==> config.mk <==
export PLATFORM = sky130hd
export DESIGN_NAME = timer_control_register
export DESIGN_NICKNAME = d
export VERILOG_FILES = /design/src/include/timer_control_pkg.sv /design/src/include/half_ctrl_if.sv /design/src/verilog/timer_half_gate.sv /design/src/verilog/timer_control_register.sv
export SDC_FILE = /design/constraint.sdc
export NUM_CORES = 1
export LEC_CHECK = 0
export BUFFER_PORTS_ARGS = -buffer_cell sky130_fd_sc_hd__clkbuf_2
export CAP_MARGIN = 10
export CORE_MARGIN = 2
export CORE_UTILIZATION = 40
export DETAILED_ROUTE_END_ITERATION = 10
export PLACE_DENSITY = 0.79
export SLEW_MARGIN = 25
export SYNTH_ARGS = -nofsm -noshare
export SYNTH_HDL_FRONTEND = slang
export SYNTH_SLANG_ARGS = --single-unit
==> constraint.sdc <==
create_clock -name clk_sys_in -period 1.9 [get_ports clk_sys_in]
set_input_delay 0.095 -clock clk_sys_in [delete_from_list [all_inputs] [get_ports clk_sys_in]]
set_output_delay 0.095 -clock clk_sys_in [all_outputs]
set_load 0.005 [all_outputs]
==> src/include/timer_control_pkg.sv <==
// Purpose: Constants and types shared by the timer control register block.
// Assumes: One system clock and a synchronous, active-high reset.
// Notes:   Every offset, field position and reset value is named here.
//
// Overview of operation
// - Half B edge field: rise, fall, both.
// - Half A edge field uses same encoding.
// - Half B freeze bit stops it when halted.
// - Half A freeze bit stops it when halted.
// - Freeze bits ignored while processor runs normally.
// - Half B enable starts counting or capture.
// - Half A enable starts counting or capture.
// - Half A invert bit inverts PWM output.
// - Converter trigger passes only while enabled.
// - Realtime counting advances only while enabled.
// - Reserved control bits read as zero.
// - Control at 0x00c; four instances 0x1000 apart.
// - Configuration: 32-bit, realtime, or two 16-bit.
// - Mode: one-shot 1, periodic 2, capture 3.
package timer_control_pkg;

  // ---------------------------------------------------------------------
  // Register map.
  // ---------------------------------------------------------------------
  localparam logic [11:0] TIMER_CONTROL_OFFSET = 12'h00c; // Control word.
  localparam logic [31:0] TIMER_BASE_FIRST     = 32'h40030000; // Instance 0.
  localparam logic [31:0] TIMER_BASE_STRIDE    = 32'h00001000; // Spacing.
  localparam logic [31:0] CONTROL_RESET        = 32'h00000000; // Reset.
  localparam logic [31:0] CONTROL_WRITE_MASK   = 32'h00000f7f; // Live bits.

  // ---------------------------------------------------------------------
  // Control field positions.
  // ---------------------------------------------------------------------
  localparam int HALF_A_ENABLE_BIT      = 0;
  localparam int HALF_A_FREEZE_BIT      = 1;
  localparam int HALF_A_EDGE_LSB        = 2;
  localparam int REALTIME_ENABLE_BIT    = 4;
  localparam int HALF_A_ADC_TRIG_BIT    = 5;
  localparam int HALF_A_PWM_INVERT_BIT  = 6;
  localparam int HALF_B_ENABLE_BIT      = 8;
  localparam int HALF_B_FREEZE_BIT      = 9;
  localparam int HALF_B_EDGE_LSB        = 10;

  // ---------------------------------------------------------------------
  // Edge selection codes.
  // ---------------------------------------------------------------------
  localparam logic [1:0] EDGE_RISING   = 2'h0; // Rising edges only.
  localparam logic [1:0] EDGE_FALLING  = 2'h1; // Falling edges only.
  localparam logic [1:0] EDGE_RESERVED = 2'h2; // No edge counts.
  localparam logic [1:0] EDGE_BOTH     = 2'h3; // Either edge.

  // ---------------------------------------------------------------------
  // Configuration and mode codes.
  // ---------------------------------------------------------------------
  localparam logic [2:0] CFG_WIDE_TIMER = 3'h0; // One 32-bit timer.
  localparam logic [2:0] CFG_REALTIME   = 3'h1; // 32-bit realtime counter.
  localparam logic [1:0] MODE_ONE_SHOT  = 2'h1; // One-shot timer.
  localparam logic [1:0] MODE_PERIODIC  = 2'h2; // Periodic timer.
  localparam logic [1:0] MODE_CAPTURE   = 2'h3; // Capture.

  // Operating function of the pair of halves.
  typedef enum logic [1:0] {
    FUNC_WIDE,
    FUNC_REALTIME,
    FUNC_SPLIT,
    FUNC_NONE
  } pair_function_e;

endpackage : timer_control_pkg

==> src/include/half_ctrl_if.sv <==
// Purpose: Per-half control bundle between the register block and a half.
// Assumes: Driven from the control register and the mode inputs on the system clock.
// Notes:   The register side drives, the half side consumes.
interface half_ctrl_if;
  logic       enable;      // Half enabled by software.
  logic       freeze;      // Stop counting under debug halt.
  logic [1:0] edge_select; // Capture edge code.
  logic [1:0] mode;        // Mode field of this half.
  modport ctrl (output enable, freeze, edge_select, mode);
  modport half (input  enable, freeze, edge_select, mode);
endinterface : half_ctrl_if

==> src/verilog/timer_half_gate.sv <==
// Purpose: Gates one timer half: count enable, capture enable, edge event.
// Assumes: Capture input already synchronised by the caller.
// Notes:   Purely combinational apart from the previous-level flop.
module timer_half_gate
  import timer_control_pkg::*;
(
  // Clock and reset.
  input  wire logic clk_sys_in,
  input  wire logic sys_rst_in,
  // Control from the register block.
  half_ctrl_if.half ctrl,
  // Context.
  input  wire logic active_in,       // This half is in use by the config.
  input  wire logic debug_halt_in,   // Processor halted by debugger.
  input  wire logic capture_sync_in, // Synchronised capture level.
  // Results.
  output logic      count_en_out,    // Counter may advance this cycle.
  output logic      capture_en_out,  // Capture logic active.
  output logic      edge_event_out   // Selected edge seen this cycle.
);

  // ---------------------------------------------------------------------
  // Edge detection.
  // ---------------------------------------------------------------------
  logic prev_level; // Capture level one cycle ago.

  // Previous level for edge detection; zero after reset.
  always_ff @(posedge clk_sys_in) begin
    if (sys_rst_in) begin
      prev_level <= 1'b0;
    end else begin
      prev_level <= capture_sync_in;
    end
  end

  wire rise_seen = capture_sync_in & ~prev_level; // Rising edge.
  wire fall_seen = ~capture_sync_in & prev_level; // Falling edge.
  wire is_capture = (ctrl.mode == MODE_CAPTURE);  // Capture mode chosen.
  // Freeze matters only while halted; normal running ignores it.
  wire stalled = ctrl.freeze & debug_halt_in;

  // The reserved code counts nothing, so a bad setting stays harmless.
  assign edge_event_out = capture_en_out &
    (((ctrl.edge_select == EDGE_RISING)  & rise_seen) |
     ((ctrl.edge_select == EDGE_FALLING) & fall_seen) |
     ((ctrl.edge_select == EDGE_BOTH) & (rise_seen | fall_seen)));

  // Enabled half counts in every mode; capture mode also enables capture.
  assign capture_en_out = ctrl.enable & active_in & is_capture;
  assign count_en_out = ctrl.enable & active_in & ~stalled;

endmodule : timer_half_gate

==> src/verilog/timer_control_register.sv <==
// Purpose: Timer control register and the gating it applies to the halves.
// Assumes: Register port with one-cycle strobes; single system clock.
// Notes:   Configuration and mode values arrive as inputs from elsewhere.
//
// The implementer's own choice: the strobed register port.
module timer_control_register
  import timer_control_pkg::*;
(
  // Clock and reset.
  input  wire logic        clk_sys_in,
  input  wire logic        sys_rst_in,
  // Register port.
  input  wire logic [11:0] reg_addr_in,
  input  wire logic [31:0] reg_wdata_in,
  input  wire logic        reg_write_in,
  input  wire logic        reg_read_in,
  output logic      [31:0] reg_rdata_out,
  // Configuration context from the other registers.
  input  wire logic [2:0]  timer_configuration_in,
  input  wire logic [1:0]  half_a_mode_field_in,
  input  wire logic [1:0]  half_b_mode_field_in,
  // Debug and pins.
  input  wire logic        debug_halt_in,
  input  wire logic        half_a_capture_pin_in,
  input  wire logic        half_b_capture_pin_in,
  // Timer sources.
  input  wire logic        half_a_pwm_in,
  input  wire logic        half_a_timeout_in,
  // Outputs to counters, pins and converter.
  output logic             half_a_count_en_out,
  output logic             half_b_count_en_out,
  output logic             half_a_capture_en_out,
  output logic             half_b_capture_en_out,
  output logic             half_a_edge_event_out,
  output logic             half_b_edge_event_out,
  output logic             realtime_count_en_out,
  output logic             half_a_pwm_out,
  output logic             half_a_adc_trigger_out,
  output logic [1:0]       pair_function_out
);

  // ---------------------------------------------------------------------
  // Control register.
  // ---------------------------------------------------------------------
  logic [31:0] timer_control; // Stored control bits.

  // A write hits only the control offset; the instance base is external.
  wire ctl_hit   = (reg_addr_in == TIMER_CONTROL_OFFSET);
  wire ctl_write = reg_write_in & ctl_hit; // Write accepted.

  // Reset to zero; a write lands at the edge and acts from the next cycle.
  always_ff @(posedge clk_sys_in) begin
    if (sys_rst_in) begin
      timer_control <= CONTROL_RESET;
    end else if (ctl_write) begin
      // Masking keeps bit 7 and bits above 11 at zero.
      timer_control <= reg_wdata_in & CONTROL_WRITE_MASK;
    end
  end

  // ---------------------------------------------------------------------
  // Read path.
  // ---------------------------------------------------------------------
  // Unmapped reads answer zero, so software never sees stale data.
  wire [31:0] read_mux = ctl_hit ? timer_control : 32'h00000000;

  // Read data stands only in the cycle after the strobe.
  always_ff @(posedge clk_sys_in) begin
    if (sys_rst_in) begin
      reg_rdata_out <= 32'h00000000;
    end else if (reg_read_in) begin
      reg_rdata_out <= read_mux;
    end else begin
      reg_rdata_out <= 32'h00000000;
    end
  end

  // ---------------------------------------------------------------------
  // Pin synchronisers.
  // ---------------------------------------------------------------------
  logic [1:0] cap_meta; // First stage; read only by the second stage.
  logic [1:0] cap_sync; // Second stage, safe for logic.

  // Two flops per capture pin before any edge logic looks at it.
  always_ff @(posedge clk_sys_in) begin
    if (sys_rst_in) begin
      cap_meta <= 2'h0;
      cap_sync <= 2'h0;
    end else begin
      cap_meta <= {half_b_capture_pin_in, half_a_capture_pin_in};
      cap_sync <= cap_meta;
    end
  end

  // ---------------------------------------------------------------------
  // Configuration decode.
  // ---------------------------------------------------------------------
  pair_function_e pair_function; // Decoded pair function.

  // Codes 4 to 7 all mean two 16-bit halves; 2 and 3 are unused.
  always_comb begin
    if (timer_configuration_in == CFG_WIDE_TIMER) begin
      pair_function = FUNC_WIDE;
    end else if (timer_configuration_in == CFG_REALTIME) begin
      pair_function = FUNC_REALTIME;
    end else if (timer_configuration_in[2]) begin
      pair_function = FUNC_SPLIT;
    end else begin
      pair_function = FUNC_NONE;
    end
  end

  assign pair_function_out = pair_function;

  // Mode 0 is reserved and leaves a half idle; other modes run it.
  wire a_mode_ok = (half_a_mode_field_in != 2'h0);
  wire b_mode_ok = (half_b_mode_field_in != 2'h0);
  // Half A runs the wide timer; half B only in split form.
  wire a_active = ((pair_function == FUNC_WIDE) |
                   (pair_function == FUNC_SPLIT)) & a_mode_ok;
  wire b_active = (pair_function == FUNC_SPLIT) & b_mode_ok;

  // ---------------------------------------------------------------------
  // Half control bundles.
  // ---------------------------------------------------------------------
  half_ctrl_if half_a_bus ();
  half_ctrl_if half_b_bus ();

  assign half_a_bus.enable      = timer_control[HALF_A_ENABLE_BIT];
  assign half_a_bus.freeze      = timer_control[HALF_A_FREEZE_BIT];
  assign half_a_bus.edge_select = timer_control[HALF_A_EDGE_LSB +: 2];
  assign half_a_bus.mode        = half_a_mode_field_in;
  assign half_b_bus.enable      = timer_control[HALF_B_ENABLE_BIT];
  assign half_b_bus.freeze      = timer_control[HALF_B_FREEZE_BIT];
  assign half_b_bus.edge_select = timer_control[HALF_B_EDGE_LSB +: 2];
  // Half B keeps its own mode field; the wide form leaves it inactive.
  assign half_b_bus.mode        = half_b_mode_field_in;

  // Half A gating.
  timer_half_gate u_half_a (
    .clk_sys_in      (clk_sys_in),
    .sys_rst_in      (sys_rst_in),
    .ctrl            (half_a_bus),
    .active_in       (a_active),
    .debug_halt_in   (debug_halt_in),
    .capture_sync_in (cap_sync[0]),
    .count_en_out    (half_a_count_en_out),
    .capture_en_out  (half_a_capture_en_out),
    .edge_event_out  (half_a_edge_event_out)
  );

  // Half B gating.
  timer_half_gate u_half_b (
    .clk_sys_in      (clk_sys_in),
    .sys_rst_in      (sys_rst_in),
    .ctrl            (half_b_bus),
    .active_in       (b_active),
    .debug_halt_in   (debug_halt_in),
    .capture_sync_in (cap_sync[1]),
    .count_en_out    (half_b_count_en_out),
    .capture_en_out  (half_b_capture_en_out),
    .edge_event_out  (half_b_edge_event_out)
  );

  // ---------------------------------------------------------------------
  // Realtime, PWM and converter trigger.
  // ---------------------------------------------------------------------
  // Realtime counting needs both the realtime form and its enable bit.
  // The realtime counter obeys the half A freeze bit under debug halt.
  assign realtime_count_en_out = (pair_function == FUNC_REALTIME) &
    timer_control[REALTIME_ENABLE_BIT] &
    ~(timer_control[HALF_A_FREEZE_BIT] & debug_halt_in);

  // Registered so the pin level comes from a flop.
  always_ff @(posedge clk_sys_in) begin
    if (sys_rst_in) begin
      half_a_pwm_out         <= 1'b0;
      half_a_adc_trigger_out <= 1'b0;
    end else begin
      // Invert bit flips the level seen at the pin.
      half_a_pwm_out <= half_a_pwm_in ^
                        timer_control[HALF_A_PWM_INVERT_BIT];
      // Trigger is dropped unless enabled; the converter must also select
      // this timer itself before a conversion starts.
      half_a_adc_trigger_out <= half_a_timeout_in &
        timer_control[HALF_A_ADC_TRIG_BIT];
    end
  end

  // ---------------------------------------------------------------------
  // Assertions.
  // ---------------------------------------------------------------------
  property p_write_visible;
    @(posedge clk_sys_in) disable iff (sys_rst_in)
      (reg_write_in && ctl_hit) |=>
        timer_control == ($past(reg_wdata_in) & CONTROL_WRITE_MASK);
  endproperty
  a_write_visible: assert property (p_write_visible)
    else $error("Control write not stored.");

  property p_reserved_zero;
    @(posedge clk_sys_in) disable iff (sys_rst_in)
      reg_read_in |=> (reg_rdata_out[7] == 1'b0) &&
                      (reg_rdata_out[31:12] == 20'h00000);
  endproperty
  a_reserved_zero: assert property (p_reserved_zero)
    else $error("Reserved control bit read as one.");

  property p_read_data;
    @(posedge clk_sys_in) disable iff (sys_rst_in)
      (reg_read_in && ctl_hit && !reg_write_in) |=>
        reg_rdata_out == $past(timer_control);
  endproperty
  a_read_data: assert property (p_read_data)
    else $error("Control read returned wrong data.");

  property p_pwm_invert;
    @(posedge clk_sys_in) disable iff (sys_rst_in)
      ##1 half_a_pwm_out ==
        ($past(half_a_pwm_in) ^ $past(timer_control[HALF_A_PWM_INVERT_BIT]));
  endproperty
  a_pwm_invert: assert property (p_pwm_invert)
    else $error("PWM level not inverted as set.");

  property p_trigger_gate;
    @(posedge clk_sys_in) disable iff (sys_rst_in)
      !timer_control[HALF_A_ADC_TRIG_BIT] |=> !half_a_adc_trigger_out;
  endproperty
  a_trigger_gate: assert property (p_trigger_gate)
    else $error("Converter trigger issued while disabled.");

  property p_realtime_gate;
    @(posedge clk_sys_in) disable iff (sys_rst_in)
      realtime_count_en_out |-> timer_control[REALTIME_ENABLE_BIT] &&
                                (timer_configuration_in == CFG_REALTIME);
  endproperty
  a_realtime_gate: assert property (p_realtime_gate)
    else $error("Realtime counting without enable.");

  property p_freeze_a;
    @(posedge clk_sys_in) disable iff (sys_rst_in)
      (debug_halt_in && timer_control[HALF_A_FREEZE_BIT]) |->
        !half_a_count_en_out;
  endproperty
  a_freeze_a: assert property (p_freeze_a)
    else $error("Half A counted while frozen.");

  property p_freeze_b;
    @(posedge clk_sys_in) disable iff (sys_rst_in)
      (debug_halt_in && timer_control[HALF_B_FREEZE_BIT]) |->
        !half_b_count_en_out;
  endproperty
  a_freeze_b: assert property (p_freeze_b)
    else $error("Half B counted while frozen.");

  property p_run_ignores_freeze;
    @(posedge clk_sys_in) disable iff (sys_rst_in)
      (!debug_halt_in && timer_control[HALF_A_ENABLE_BIT] && a_active) |->
        half_a_count_en_out;
  endproperty
  a_run_ignores_freeze: assert property (p_run_ignores_freeze)
    else $error("Half A stopped while processor runs.");

  property p_enable_b;
    @(posedge clk_sys_in) disable iff (sys_rst_in)
      !timer_control[HALF_B_ENABLE_BIT] |->
        !half_b_count_en_out && !half_b_capture_en_out;
  endproperty
  a_enable_b: assert property (p_enable_b)
    else $error("Half B active while disabled.");

  property p_enable_a;
    @(posedge clk_sys_in) disable iff (sys_rst_in)
      !timer_control[HALF_A_ENABLE_BIT] |->
        !half_a_count_en_out && !half_a_capture_en_out;
  endproperty
  a_enable_a: assert property (p_enable_a)
    else $error("Half A active while disabled.");

  property p_edge_reserved_a;
    @(posedge clk_sys_in) disable iff (sys_rst_in)
      (timer_control[HALF_A_EDGE_LSB +: 2] == EDGE_RESERVED) |->
        !half_a_edge_event_out;
  endproperty
  a_edge_reserved_a: assert property (p_edge_reserved_a)
    else $error("Reserved edge code produced an event on half A.");

  property p_edge_fall_b;
    @(posedge clk_sys_in) disable iff (sys_rst_in)
      (timer_control[HALF_B_EDGE_LSB +: 2] == EDGE_FALLING &&
       half_b_edge_event_out) |-> !cap_sync[1];
  endproperty
  a_edge_fall_b: assert property (p_edge_fall_b)
    else $error("Half B falling event on a high level.");

  property p_split_decode;
    @(posedge clk_sys_in) disable iff (sys_rst_in)
      timer_configuration_in[2] |-> pair_function_out == FUNC_SPLIT;
  endproperty
  a_split_decode: assert property (p_split_decode)
    else $error("Split configuration misdecoded.");

  property p_mode_reserved;
    @(posedge clk_sys_in) disable iff (sys_rst_in)
      (half_b_mode_field_in == 2'h0) |-> !half_b_count_en_out;
  endproperty
  a_mode_reserved: assert property (p_mode_reserved)
    else $error("Half B ran with reserved mode.");

  property p_read_unmapped;
    @(posedge clk_sys_in) disable iff (sys_rst_in)
      (reg_read_in && !ctl_hit) |=> (reg_rdata_out == 32'h00000000);
  endproperty
  a_read_unmapped: assert property (p_read_unmapped)
    else $error("Unmapped read returned nonzero data.");

  property p_trigger_pass;
    @(posedge clk_sys_in) disable iff (sys_rst_in)
      (half_a_timeout_in && timer_control[HALF_A_ADC_TRIG_BIT]) |=>
        half_a_adc_trigger_out;
  endproperty
  a_trigger_pass: assert property (p_trigger_pass)
    else $error("Enabled converter trigger was lost.");

  property p_realtime_run;
    @(posedge clk_sys_in) disable iff (sys_rst_in)
      ((pair_function == FUNC_REALTIME) &&
       timer_control[REALTIME_ENABLE_BIT] && !debug_halt_in) |->
        realtime_count_en_out;
  endproperty
  a_realtime_run: assert property (p_realtime_run)
    else $error("Realtime counting stopped while enabled.");

  property p_capture_a;
    @(posedge clk_sys_in) disable iff (sys_rst_in)
      half_a_capture_en_out |->
        (half_a_mode_field_in == MODE_CAPTURE) && a_active;
  endproperty
  a_capture_a: assert property (p_capture_a)
    else $error("Half A capture active outside capture mode.");

  property p_wide_b_idle;
    @(posedge clk_sys_in) disable iff (sys_rst_in)
      (pair_function != FUNC_SPLIT) |->
        !half_b_count_en_out && !half_b_capture_en_out;
  endproperty
  a_wide_b_idle: assert property (p_wide_b_idle)
    else $error("Half B ran outside the split form.");

endmodule : timer_control_register

======== After elaboration in Yosys (flattened, before gate mapping) ========
Cells that the tools add are included.
cells by class
  muxes and demuxes ....................... 3
  reduce and logical (&&, ||, !) cells .... 7
  bitwise gates (word level) .............. 42
  equal/unequal tests ..................... 10
operators with widths
  operator                                               number
  bitwise AND 1 bit                                      26
  equality test 12 x 4 -> 1 bit (second input constant)  1
  equality test 2 bit (second input constant)            5
  inverter 1 bit                                         8
  bitwise OR 1 bit                                       7
  equality test 2 x 1 -> 1 bit (second input constant)   3
  zero test 2 bit                                        3
  two-way mux 2 bit                                      2
  nonzero test 2 bit                                     2
  equality test 3 x 1 -> 1 bit (second input constant)   1
  zero test 3 bit                                        1
  OR reduction 3 bit                                     1
  two-way mux 1 bit                                      1
  bitwise XOR 1 bit                                      1
storage, ports and cells
  register bits ........................... 30
  input port bits ......................... 60
  output and inout bits ................... 43
  word-level logic and storage cells ...... 70

======== Logic depth before layout (Yosys ltp) ========
Gate-level depths: netlist (run 1).
  depth after elaboration ................. 9
  gate-level depth with buffers ........... 5
  gate-level depth less buffers ........... 5

======== Cells and area by module ========
From an unflattened synthesis (run 1), not the netlist that was laid out.
second synthesis, totals
  cells, all modules ...................... 152
  area, all modules ....................... 1,438.9 um^2
by module, submodules not included
  module                  sequential area each (um^2)  area an instance (um^2)  cells an instance  times used
  timer_control_register  560.5                        1,228.7                  122                1
  timer_half_gate         20.0                         105.1                    15                 2

======== Least setup slack after synthesis (run 1) ========
No wires, ideal clock.
  path kind ............................... input to register
  start ................................... in reg_addr_in[9]
  end ..................................... reg timer_control[0]
  setup slack ............................. 0.517 ns
  buffers on the path ..................... 1
  stages on the path ...................... 4
  arrival ................................. 1.312 ns
  required time ........................... 1.828 ns
  setup time .............................. 0.072 ns
  cells stage by stage .................... or4_4 nor4_4 buf_6 mux2i_1
on the way
  cells in the longest elaborated chain, start to end .. 2
ends and longest elaborated chain
  what                           RTL line                      RTL
  from (decl)                    timer_control_register.sv:13  input wire logic [11:0] reg_addr_in,
  equality test 12 x 4 -> 1 bit  timer_control_register.sv:48  wire ctl_hit = (reg_addr_in == TIMER_CONTROL_OFFSET);
  bitwise AND 1 bit              timer_control_register.sv:49  wire ctl_write = reg_write_in & ctl_hit;
  to (signal assigned)           timer_control_register.sv:57  timer_control <= reg_wdata_in & CONTROL_WRITE_MASK;
  to (decl)                      timer_control_register.sv:45  logic [31:0] timer_control;
No other way between the ends.
A chain may end at the register's enable or synchronous reset.

======== Worst setup path after layout (run 1) ========
  start ................................... reg u_half_a.prev_level
  end ..................................... out half_a_edge_event_out
on the way
  cells in the longest elaborated chain, start to end .. 6
  elaborated cells between the ends (all ways) .. 10
  classes of those cells .................. 10 x bitwise
ends and longest elaborated chain
  what                                                          RTL line                                      RTL
  from (decl)                                                   timer_half_gate.sv:25                         logic prev_level;
  from (signal assigned)                                        timer_half_gate.sv:32                         prev_level <= capture_sync_in;
  inverter 1 bit                                                timer_half_gate.sv:36                         wire rise_seen = capture_sync_in & ~prev_level;
  bitwise AND 1 bit                                             timer_half_gate.sv:36
  bitwise AND 1 bit / bitwise OR 1 bit (equally long branches)  timer_half_gate.sv:44, timer_half_gate.sv:46
  bitwise OR 1 bit / bitwise AND 1 bit (equally long branches)  timer_half_gate.sv:44, timer_half_gate.sv:46
  bitwise OR 1 bit *                                            timer_half_gate.sv:45                         ((ctrl.edge_select == EDGE_FALLING) & fall_seen) |
  bitwise AND 1 bit *                                           timer_half_gate.sv:43                         assign edge_event_out = capture_en_out &
  to (decl)                                                     timer_control_register.sv:34                  output logic half_a_edge_event_out,
Mark *: on every way between the ends. The rest lies on a longest branch, timed or not.

==> results of run 1 <==
==> worst max-delay path: stages, from the launching register on <==
cell and delay (ps):
dfxtp_1 340, inv_1 50, ha_1 280, nand2_1 60, o211ai_1 80, a211oi_1 220
clkbuf_2 150
==> final cells by class <==
type / count / area [um^2] / share of cell area
inverter: 6 / 22.5 / 0.0127
sequential: 30 / 601 / 0.339
tap: 46 / 57.6 / 0.0325
multi-input combinational: 107 / 691 / 0.390
clock buffer: 7 / 45.0 / 0.0254
timing repair buffer: 66 / 355 / 0.201
==> per-layer routing <==
layer | track usage | part of all wire
met1 | 0.135 | 0.41
met2 | 0.242 | 0.53
met3 | 0.0464 | 0.059
met4 | 0.0652 | 0.0058
met5 | 0 | 0
==> kinds of logic after synthesis <==
logic type / after synthesis / share of synthesized area
buf+inv: 32 / 0.146
fa+ha+maj: 4 / 0.0352
compound gates: 9 / 0.0439
simple gates: 61 / 0.267
xor+xnor: 1 / 0.00615
flops: 30 / 0.422
other cells: 1 / 0.00263
mux: 11 / 0.0773
==> per-stage QoR <==
step           std cells  setup slack, ps  hold WS, ps  area [um^2]
6_report             262              314         21.8         1770
5_1_grt              262              185         12.1         1770
4_1_cts              261              260        0.513         1760
3_5_place_dp         251              338          300         1690
3_3_place_gp         251              364          299         1690
2_1_floorplan        169              517          207         1500
==> power by group <==
part           internal [uW]  leakage, uW  total, uW  switching (uW)
Sequential               634     0.000243        636            1.97
Clock                    139    0.0000254        326             187
Combinational           54.9     0.000549       99.7            44.8
==> state kept, by name, indices dropped and copies added (netlist names) <==
name                    cells
cap_meta                    2
cap_sync                    2
half_a_adc_trigger_out      1
half_a_pwm_out              1
reg_rdata_out              11
timer_control              11
u_half_a.prev_level         1
u_half_b.prev_level         1
==> layout by cell type, fill, tap and decap left out, types with 4 or more instances in the layout <==
cell,instances
clkbuf_2,60
dfxtp_1,30
nand2b_1,23
conb_1,21
mux2i_1,11
and2_1,11
nor2_1,10
inv_1,6
nand2_1,6
clkbuf_4,5
nor2b_1,4
ha_1,4
dlygate4sd3_1,4
==> how the worst max path moves through the flow <==
stage	slack [ps]	startpoint	to	cells past startpoint
2_1_floorplan	520	reg_addr_in[9]	timer_control[0]	4
3_3_place_gp	360	reg_addr_in[9]	timer_control[2]	5
3_5_place_dp	340	reg_addr_in[9]	timer_control[10]	5
4_1_cts	260	u_half_a.prev_level	half_a_edge_event_out	6
5_1_grt	180	u_half_a.prev_level	half_a_edge_event_out	6
6_report	310	u_half_a.prev_level	half_a_edge_event_out	6
==> flow_metrics.env, run 1 <==
export IMPL_post_route_util=0.523
export IMPL_yosysTopAreaCell="dfxtp_1"
export IMPL_cts_made_buffers=5
export IMPL_ios=103
export IMPL_p_leak_uw=0.000817
export IMPL_port_buffers=60
export IMPL_yosysMostFrequentCell="dfxtp_1"
export IMPL_grt_pass1_wl_um=4160
export IMPL_ys_async_sr_fraction=0
export IMPL_clockRootBuffer="clkbuf_4"
export IMPL_fin_nets=280
export IMPL_arrival_ps=1490
export IMPL_endpoint_kind="output pin"
export IMPL_finalHoldViolCount=0
export IMPL_synth_edf_count=0
export IMPL_status="completed"
export IMPL_setup_violations=0
export IMPL_power_density_mw_per_mm2=600
export IMPL_drt_first_pass_iters=4
export IMPL_drtIter0Drc=36
export IMPL_syn_area_mm2=0.00142
export IMPL_postCtsSetupBuffers=0
export IMPL_setup_tns_ps=0
export IMPL_vias_per_cell=4.19
export IMPL_clk_latency_ps=300
export IMPL_r2r_end="half_a_pwm_out"
export IMPL_worstPathRequired_ps=1800
export IMPL_drv_slew=0
export IMPL_start_util=0.420
export IMPL_yosysSeqAreaShare=0.422
export IMPL_drv_cap=0
export IMPL_nFillCells=353
export IMPL_holdBufCountCts=3
export IMPL_ctsResizeCount=0
export IMPL_cts_tree="built"
export IMPL_fin_crit_ps=1590
export IMPL_grt_overflow=0
export IMPL_start_kind="flip-flop"
export IMPL_netlist_instances=149
export IMPL_grt_util_all_layers=0.134
export IMPL_synthFlopType="dfxtp_1"
export IMPL_first_global_vias=1017
export IMPL_crit_fanout=2
export IMPL_grt_max_degree=31
export IMPL_whs_path_depth=3
export IMPL_die_h_um=63.7
export IMPL_hpwl_um=1900
export IMPL_r2r_worst_path_cells=2
export IMPL_drive_above_1_share=0.333
export IMPL_drt_total_wl_um=2430
export IMPL_coreArea_mm2=0.00339
export IMPL_fin_skew_ps=2.01
export IMPL_period_share=0.835
export IMPL_syn_to_final_growth_pct=24.4
export IMPL_clock_fmax_ghz=0.630
export IMPL_synth_seq_cells=30
export IMPL_cts_reportedPaths_clkPinSlew_ps=80
export IMPL_finalPower_uw=1060
export IMPL_antenna_found_initial=0
export IMPL_r2r_start="timer_control[6]"
export IMPL_syn_avg_cell_area_um2=9.56
export IMPL_drc=0
export IMPL_hold_class="input pin to flip-flop"
export IMPL_ir_drop_v=0.000292
export IMPL_criticalPathCategory="flip-flop to output pin"
export IMPL_dieArea_mm2=0.00405
export IMPL_ys_types=26
export IMPL_synthTopCellsByCount="30 x dfxtp_1, 23 x nand2b_1, 21 x buf_4"
export IMPL_rsz0062_at_grt="false"
export IMPL_finalWeightedCongestion=0.684
export IMPL_ys_top_cells_by_area="dfxtp_1 42%, buf_4 11%, nand2b_1 10%"
export IMPL_diodes=0
export IMPL_min_from="reg_wdata_in[4]"
export IMPL_clock_path_buffers=2
export IMPL_avgRoutedWirePerCell_um=9.29
export IMPL_reg2reg_setup_slack_ps=1240
export IMPL_vias=1098
export IMPL_htree_levels=2
export IMPL_hold_end="timer_control[4]"
export IMPL_cts_sinks=30
export IMPL_die_x_um=63.7
export IMPL_synth_top_area_share=0.422
export IMPL_postRouteAntennaNets=0
export IMPL_placementRows=21
export IMPL_yosys_warnings=0
Note: power is estimated with default switching activity, not from simulation.
==> run 2: changes to the inputs <==
clock period = 1.6 ns   (was 1.9 ns; I/O delays follow)
==> run 2 against run 1 <==
Against the previous run:
- global-route usage grew 1.3 points
- flip-flop and latch count unchanged
- worst setup slack got worse by 200 ps
- sequential power rose by 19%
- utilization up 4.6 points
- power is 28% higher
- via count increased by 7.1%
- clock skew is 3.8 ps higher
- design area up 8.8%
- first-iteration DRC count rose by 2.8%
- cell count up 4.2%
- clock power increased by 42%
==> flow_metrics.env, run 2 (same netlist as run 1, synthesis figures left out) <==
export IMPL_die_x_um=63.7
export IMPL_crit_fanout=2
export IMPL_worstPathRequired_ps=1520
export IMPL_swShare=0.230
export IMPL_clock_path_buffers=2
export IMPL_coreArea_mm2=0.00339
export IMPL_drv_slew=0
export IMPL_pwr_share_seq=0.556
export IMPL_clk_latency_ps=320
export IMPL_drtIter0Drc=37
export IMPL_min_from="half_a_pwm_in"
export IMPL_fin_nets=290
export IMPL_setup_violations=0
export IMPL_grt_overflow=0
export IMPL_drt_total_wl_um=2730
export IMPL_fin_crit_ps=1490
export IMPL_grt_pass1_wl_um=4560
export IMPL_p_switching_uw=314
export IMPL_setup_tns_ps=0
export IMPL_layout_cells_most_common="clkbuf_2"
export IMPL_antenna_found_initial=0
export IMPL_reg_largest_list="reg_rdata_out: 11 flops, timer_control: 11 flops"
export IMPL_cts_sinks=30
export IMPL_cts_made_buffers=5
export IMPL_p_leak_uw=0.000878
export IMPL_criticalPathCategory="flip-flop to output pin"
export IMPL_diodes=0
export IMPL_hold_class="input pin to flip-flop"
export IMPL_vias=1176
export IMPL_finalWeightedCongestion=0.742
export IMPL_hpwl_um=2030
export IMPL_final_cells=273
export IMPL_start_util=0.420
export IMPL_cts_tree="built"
export IMPL_fin_skew_ps=5.86
export IMPL_power_density_mw_per_mm2=707
export IMPL_first_global_vias=1107
export IMPL_clock_fmax_ghz=0.671
export IMPL_grt_util_all_layers=0.146
export IMPL_period_share=0.931
export IMPL_ios=103
export IMPL_dieArea_mm2=0.00405
export IMPL_port_buffers=60
export IMPL_drive_above_1_share=0.370
export IMPL_grt_max_degree=30
export IMPL_final_cell_mix="59 x clkbuf_2, 27 x dfxtp_1, 23 x nand2b_1"
export IMPL_r2r_start="timer_control[11]"
export IMPL_endpoint_kind="output pin"
export IMPL_clkPwrFrac=0.340
export IMPL_finalHoldViolCount=0
export IMPL_postRouteAntennaNets=0
export IMPL_clockRootBuffer="clkbuf_4"
export IMPL_htree_levels=2
export IMPL_status="completed"
export IMPL_cts_reportedPaths_clkPinSlew_ps=90
export IMPL_vias_per_cell=4.31
export IMPL_p_comb_frac=0.104
export IMPL_rsz0062_at_grt="false"
export IMPL_drv_cap=0
export IMPL_arrival_ps=1410
export IMPL_drc=0
export IMPL_start_kind="flip-flop"
export IMPL_syn_to_final_growth_pct=35.4
export IMPL_placementRows=21
export IMPL_avgRoutedWirePerCell_um=10.0
export IMPL_drt_first_pass_iters=4
export IMPL_post_place_cells=252
export IMPL_die_h_um=63.7
export IMPL_crit_path_start="u_half_a.prev_level"
export IMPL_internal_power_uw=1050
export IMPL_ir_drop_v=0.000520
-- run 2: changes by cell type in the layout (fill, tap and decap cells not counted), moves of 2 or more --
cell / previous run / this run
dlygate4sd3_1: 4 / 12
dfxtp_1: 30 / 27
dfxtp_2: 0 / 3
ha_1: 4 / 2
ha_4: 0 / 2
inv_1: 6 / 4
inv_2: 0 / 2
-- run 2: final timing paths --
check / cells past startpoint / end / slack (ps)
min: 3 / half_a_pwm_out / 10
max reg2reg: 2 / timer_control[11] / 930
min reg2reg: 1 / cap_sync[1] / 440
max: 6 / half_a_edge_event_out / 110
-- run 2: routing by layer --
metal	track usage	share of wire
met5	0	0
met4	0.0571	0
met3	0.0482	0.064
met2	0.271	0.53
met1	0.150	0.40
-- run 2: critical path, stage by stage, from the launching register on --
cell and delay [ps]:
dfxtp_2 340, inv_2 40, ha_4 190, nand2_1 60, o211ai_1 100, a211oi_2 230, clkbuf_2 140
-- run 2: power groups by stage --
| stage | logic (uW) | clock network, uW | registers (uW) |
|---|---|---|---|
| detailed placement | 114 | 0 | 773 |
| global placement | 112 | 0 | 773 |
| global route | 159 | 523 | 759 |
| finish | 141 | 463 | 758 |
| floorplan | 91.4 | 0 | 773 |
| CTS | 140 | 484 | 757 |
-- run 2: final cells by class --
class                   count  area (um^2)
clock buffers               7         55.1
multi-input cells         107          721
clock inverters             1         5.00
well taps                  46         57.6
fillers                   310         1460
flip-flops and latches     30          604
inverters                   6         22.5
repair buffers             76          463
-- run 2: stage by stage --
step | utilization | cell area [um^2] | power [uW] | hold WS [ps] | worst slack (ps)
6_report | 0.569 | 1930 | 1360 | 10.4 | 110
2_1_floorplan | - | 1500 | 864 | 191 | 232
5_1_grt | 0.569 | 1930 | 1440 | 4.33 | 11.5
4_1_cts | 0.563 | 1910 | 1380 | 2.93 | 21.3
3_3_place_gp | 0.504 | 1710 | 885 | 284 | 124
3_5_place_dp | 0.504 | 1710 | 888 | 285 | 68.9
-- run 2: repair_timing --
action / CTS / global route
hold buffers: 12 / 0
buffers inserted: 1 / 0
pin swaps: 2 / 2
endpoints found under the setup margin: 1 / 2
resized for setup: 3 / 7
hold endpoints to repair: 12 / 0
==> run 3: changes to the inputs <==
CELL_PAD_IN_SITES_DETAIL_PLACEMENT = 2   (was unset)
CELL_PAD_IN_SITES_GLOBAL_PLACEMENT = 2   (was unset)
CORE_UTILIZATION = 21   (was 40)
PLACE_DENSITY = unset   (was 0.79)
PLACE_DENSITY_LB_ADDON = 0.1   (was unset)
==> run 3 against run 2 <==
Against the previous run:
- first-iteration DRC count down 54%
- design area down 2.3%
- clock power up 41%
- die area up 84%
- worst setup slack worse by 6.2 ps
- non-clock buffer count down 11
- wire length up 39%
- flip-flop and latch count unchanged
- worst hold slack better by 5.2 ps
- cell count up 8.4%
- critical path type unchanged
- largest power group unchanged
==> flow_metrics.env, run 3 (same netlist as run 1, synthesis figures left out) <==
export IMPL_final_cell_mix="59 x clkbuf_2, 28 x dfxtp_1, 23 x nand2b_1"
export IMPL_pwr_share_seq=0.493
export IMPL_antenna_found_initial=0
export IMPL_htree_levels=2
export IMPL_placementRows=30
export IMPL_dieArea_mm2=0.00745
export IMPL_endpoint_kind="output pin"
export IMPL_postCtsSetupBuffers=0
export IMPL_ir_drop_v=0.000231
export IMPL_crit_family="compound AO/OA/AOI/OAI gates"
export IMPL_clk_latency_ps=280
export IMPL_drt_total_wl_um=3790
export IMPL_grt_util_all_layers=0.104
export IMPL_clock_path_buffers=2
export IMPL_drt_first_pass_iters=2
export IMPL_post_place_cells=286
export IMPL_layout_cells_most_common="clkbuf_2"
export IMPL_crit_fanout=2
export IMPL_fin_skew_ps=6.75
export IMPL_nFillCells=782
export IMPL_status="completed"
export IMPL_die_x_um=86.3
export IMPL_drv_slew=0
export IMPL_period_share=0.935
export IMPL_setup_tns_ps=0
export IMPL_slowest_stage="dfxtp_2"
export IMPL_finalPower_uw=1540
export IMPL_p_switching_uw=372
export IMPL_postRouteAntennaNets=0
export IMPL_finalWeightedCongestion=0.768
export IMPL_first_global_vias=1292
export IMPL_power_density_mw_per_mm2=816
export IMPL_holdWs_ps=15.6
export IMPL_grt_pass1_wl_um=6000
export IMPL_p_leak_uw=0.000841
export IMPL_arrival_ps=1420
export IMPL_drv_cap=0
export IMPL_clockRootBuffer="clkbuf_8"
export IMPL_seq_area_um2=603
export IMPL_crit_chain="inv_2, ha_4, nand2_1, o211ai_1, a211oi_2, buf_2"
export IMPL_dpl_worst_slack_ps=43.0
export IMPL_start_util=0.213
export IMPL_cts_sinks=30
export IMPL_rsz0062_at_grt="false"
export IMPL_start_kind="flip-flop"
export IMPL_multiInputGateArea_um2=708
export IMPL_clock_fmax_ghz=0.668
export IMPL_reg_largest_list="reg_rdata_out: 11 flops, timer_control: 11 flops"
export IMPL_diodes=0
export IMPL_p_comb_frac=0.082
export IMPL_cts_tree="built"
export IMPL_finalHoldViolCount=0
export IMPL_cts_reportedPaths_clkPinSlew_ps=70
export IMPL_fin_crit_ps=1500
export IMPL_swShare=0.242
export IMPL_final_cells=296
export IMPL_avgRoutedWirePerCell_um=12.8
export IMPL_cts_made_buffers=5
export IMPL_die_h_um=86.3
export IMPL_hpwl_um=2960
export IMPL_syn_to_final_growth_pct=32.3
export IMPL_criticalPathCategory="flip-flop to output pin"
export IMPL_vias=1174
export IMPL_coreArea_mm2=0.00668
export IMPL_drive_above_1_share=0.375
export IMPL_ios=103
export IMPL_drc=0
export IMPL_internal_power_uw=1170
export IMPL_setup_ws_ps=104
export IMPL_port_buffers=60
export IMPL_grt_overflow=0
export IMPL_path_buf_inv=2
export IMPL_fin_nets=279
export IMPL_vias_per_cell=3.97
export IMPL_drtIter0Drc=17
export IMPL_worstPathRequired_ps=1520
export IMPL_clkPwrFrac=0.425
export IMPL_setup_violations=0
export IMPL_cp_slowest_stage_delay_ps=330
export IMPL_grt_max_degree=30
export IMPL_hold_class="input pin to flip-flop"
==> run 3: layout make-up <==
class,instances,area share
Clock buffer,6,0.0438
Clock inverter,2,0.00664
Inverter,6,0.0120
Multi-Input combinational cell,107,0.376
Sequential cell,30,0.320
Tap cell,80,0.0531
Timing Repair Buffer,65,0.189
==> run 3: metrics by stage <==
stage,area [um^2],utilization
after global routing,1880,0.282
after CTS,1870,0.280
after detailed placement,1750,0.262
after global placement,1750,0.262
after floorplan,1500,-
final,1880,0.282
==> run 3: repair_timing <==
action	in CTS	in global routing
hold endpoints to repair	2	0
resized for setup	1	6
endpoints found under the setup margin	1	2
hold buffers	2	0
pin swaps	0	2
==> run 3: power by group through the flow <==
stage               Clock (uW)  Combinational, uW  Sequential (uW)
floorplan                    0               91.4              773
global placement             0                115              773
detailed placement           0                121              774
CTS                        679                126              756
global route               707                144              758
finish                     654                126              757
==> run 3: routing by layer <==
layer | global-route usage | wire length [um] | vias to the layer above | share of wire
li1 | - | - | 565 | -
met5 | 0 | 0 | - | 0
met1 | 0.110 | 1470 | 554 | 0.39
met3 | 0.0305 | 254 | 7 | 0.067
met4 | 0.0469 | 82 | 0 | 0.022
met2 | 0.187 | 1970 | 48 | 0.52
==> run 3: path summary, 6_finish.rpt <==
path | startpoint | end | slack (ps) | depth (start not counted)
max reg2reg | timer_control[6] | half_a_pwm_out | 930 | 2
min | half_a_capture_pin_in | cap_meta[0] | 20 | 2
max | u_half_a.prev_level | half_a_edge_event_out | 100 | 6
min reg2reg | cap_meta[0] | cap_sync[0] | 440 | 1
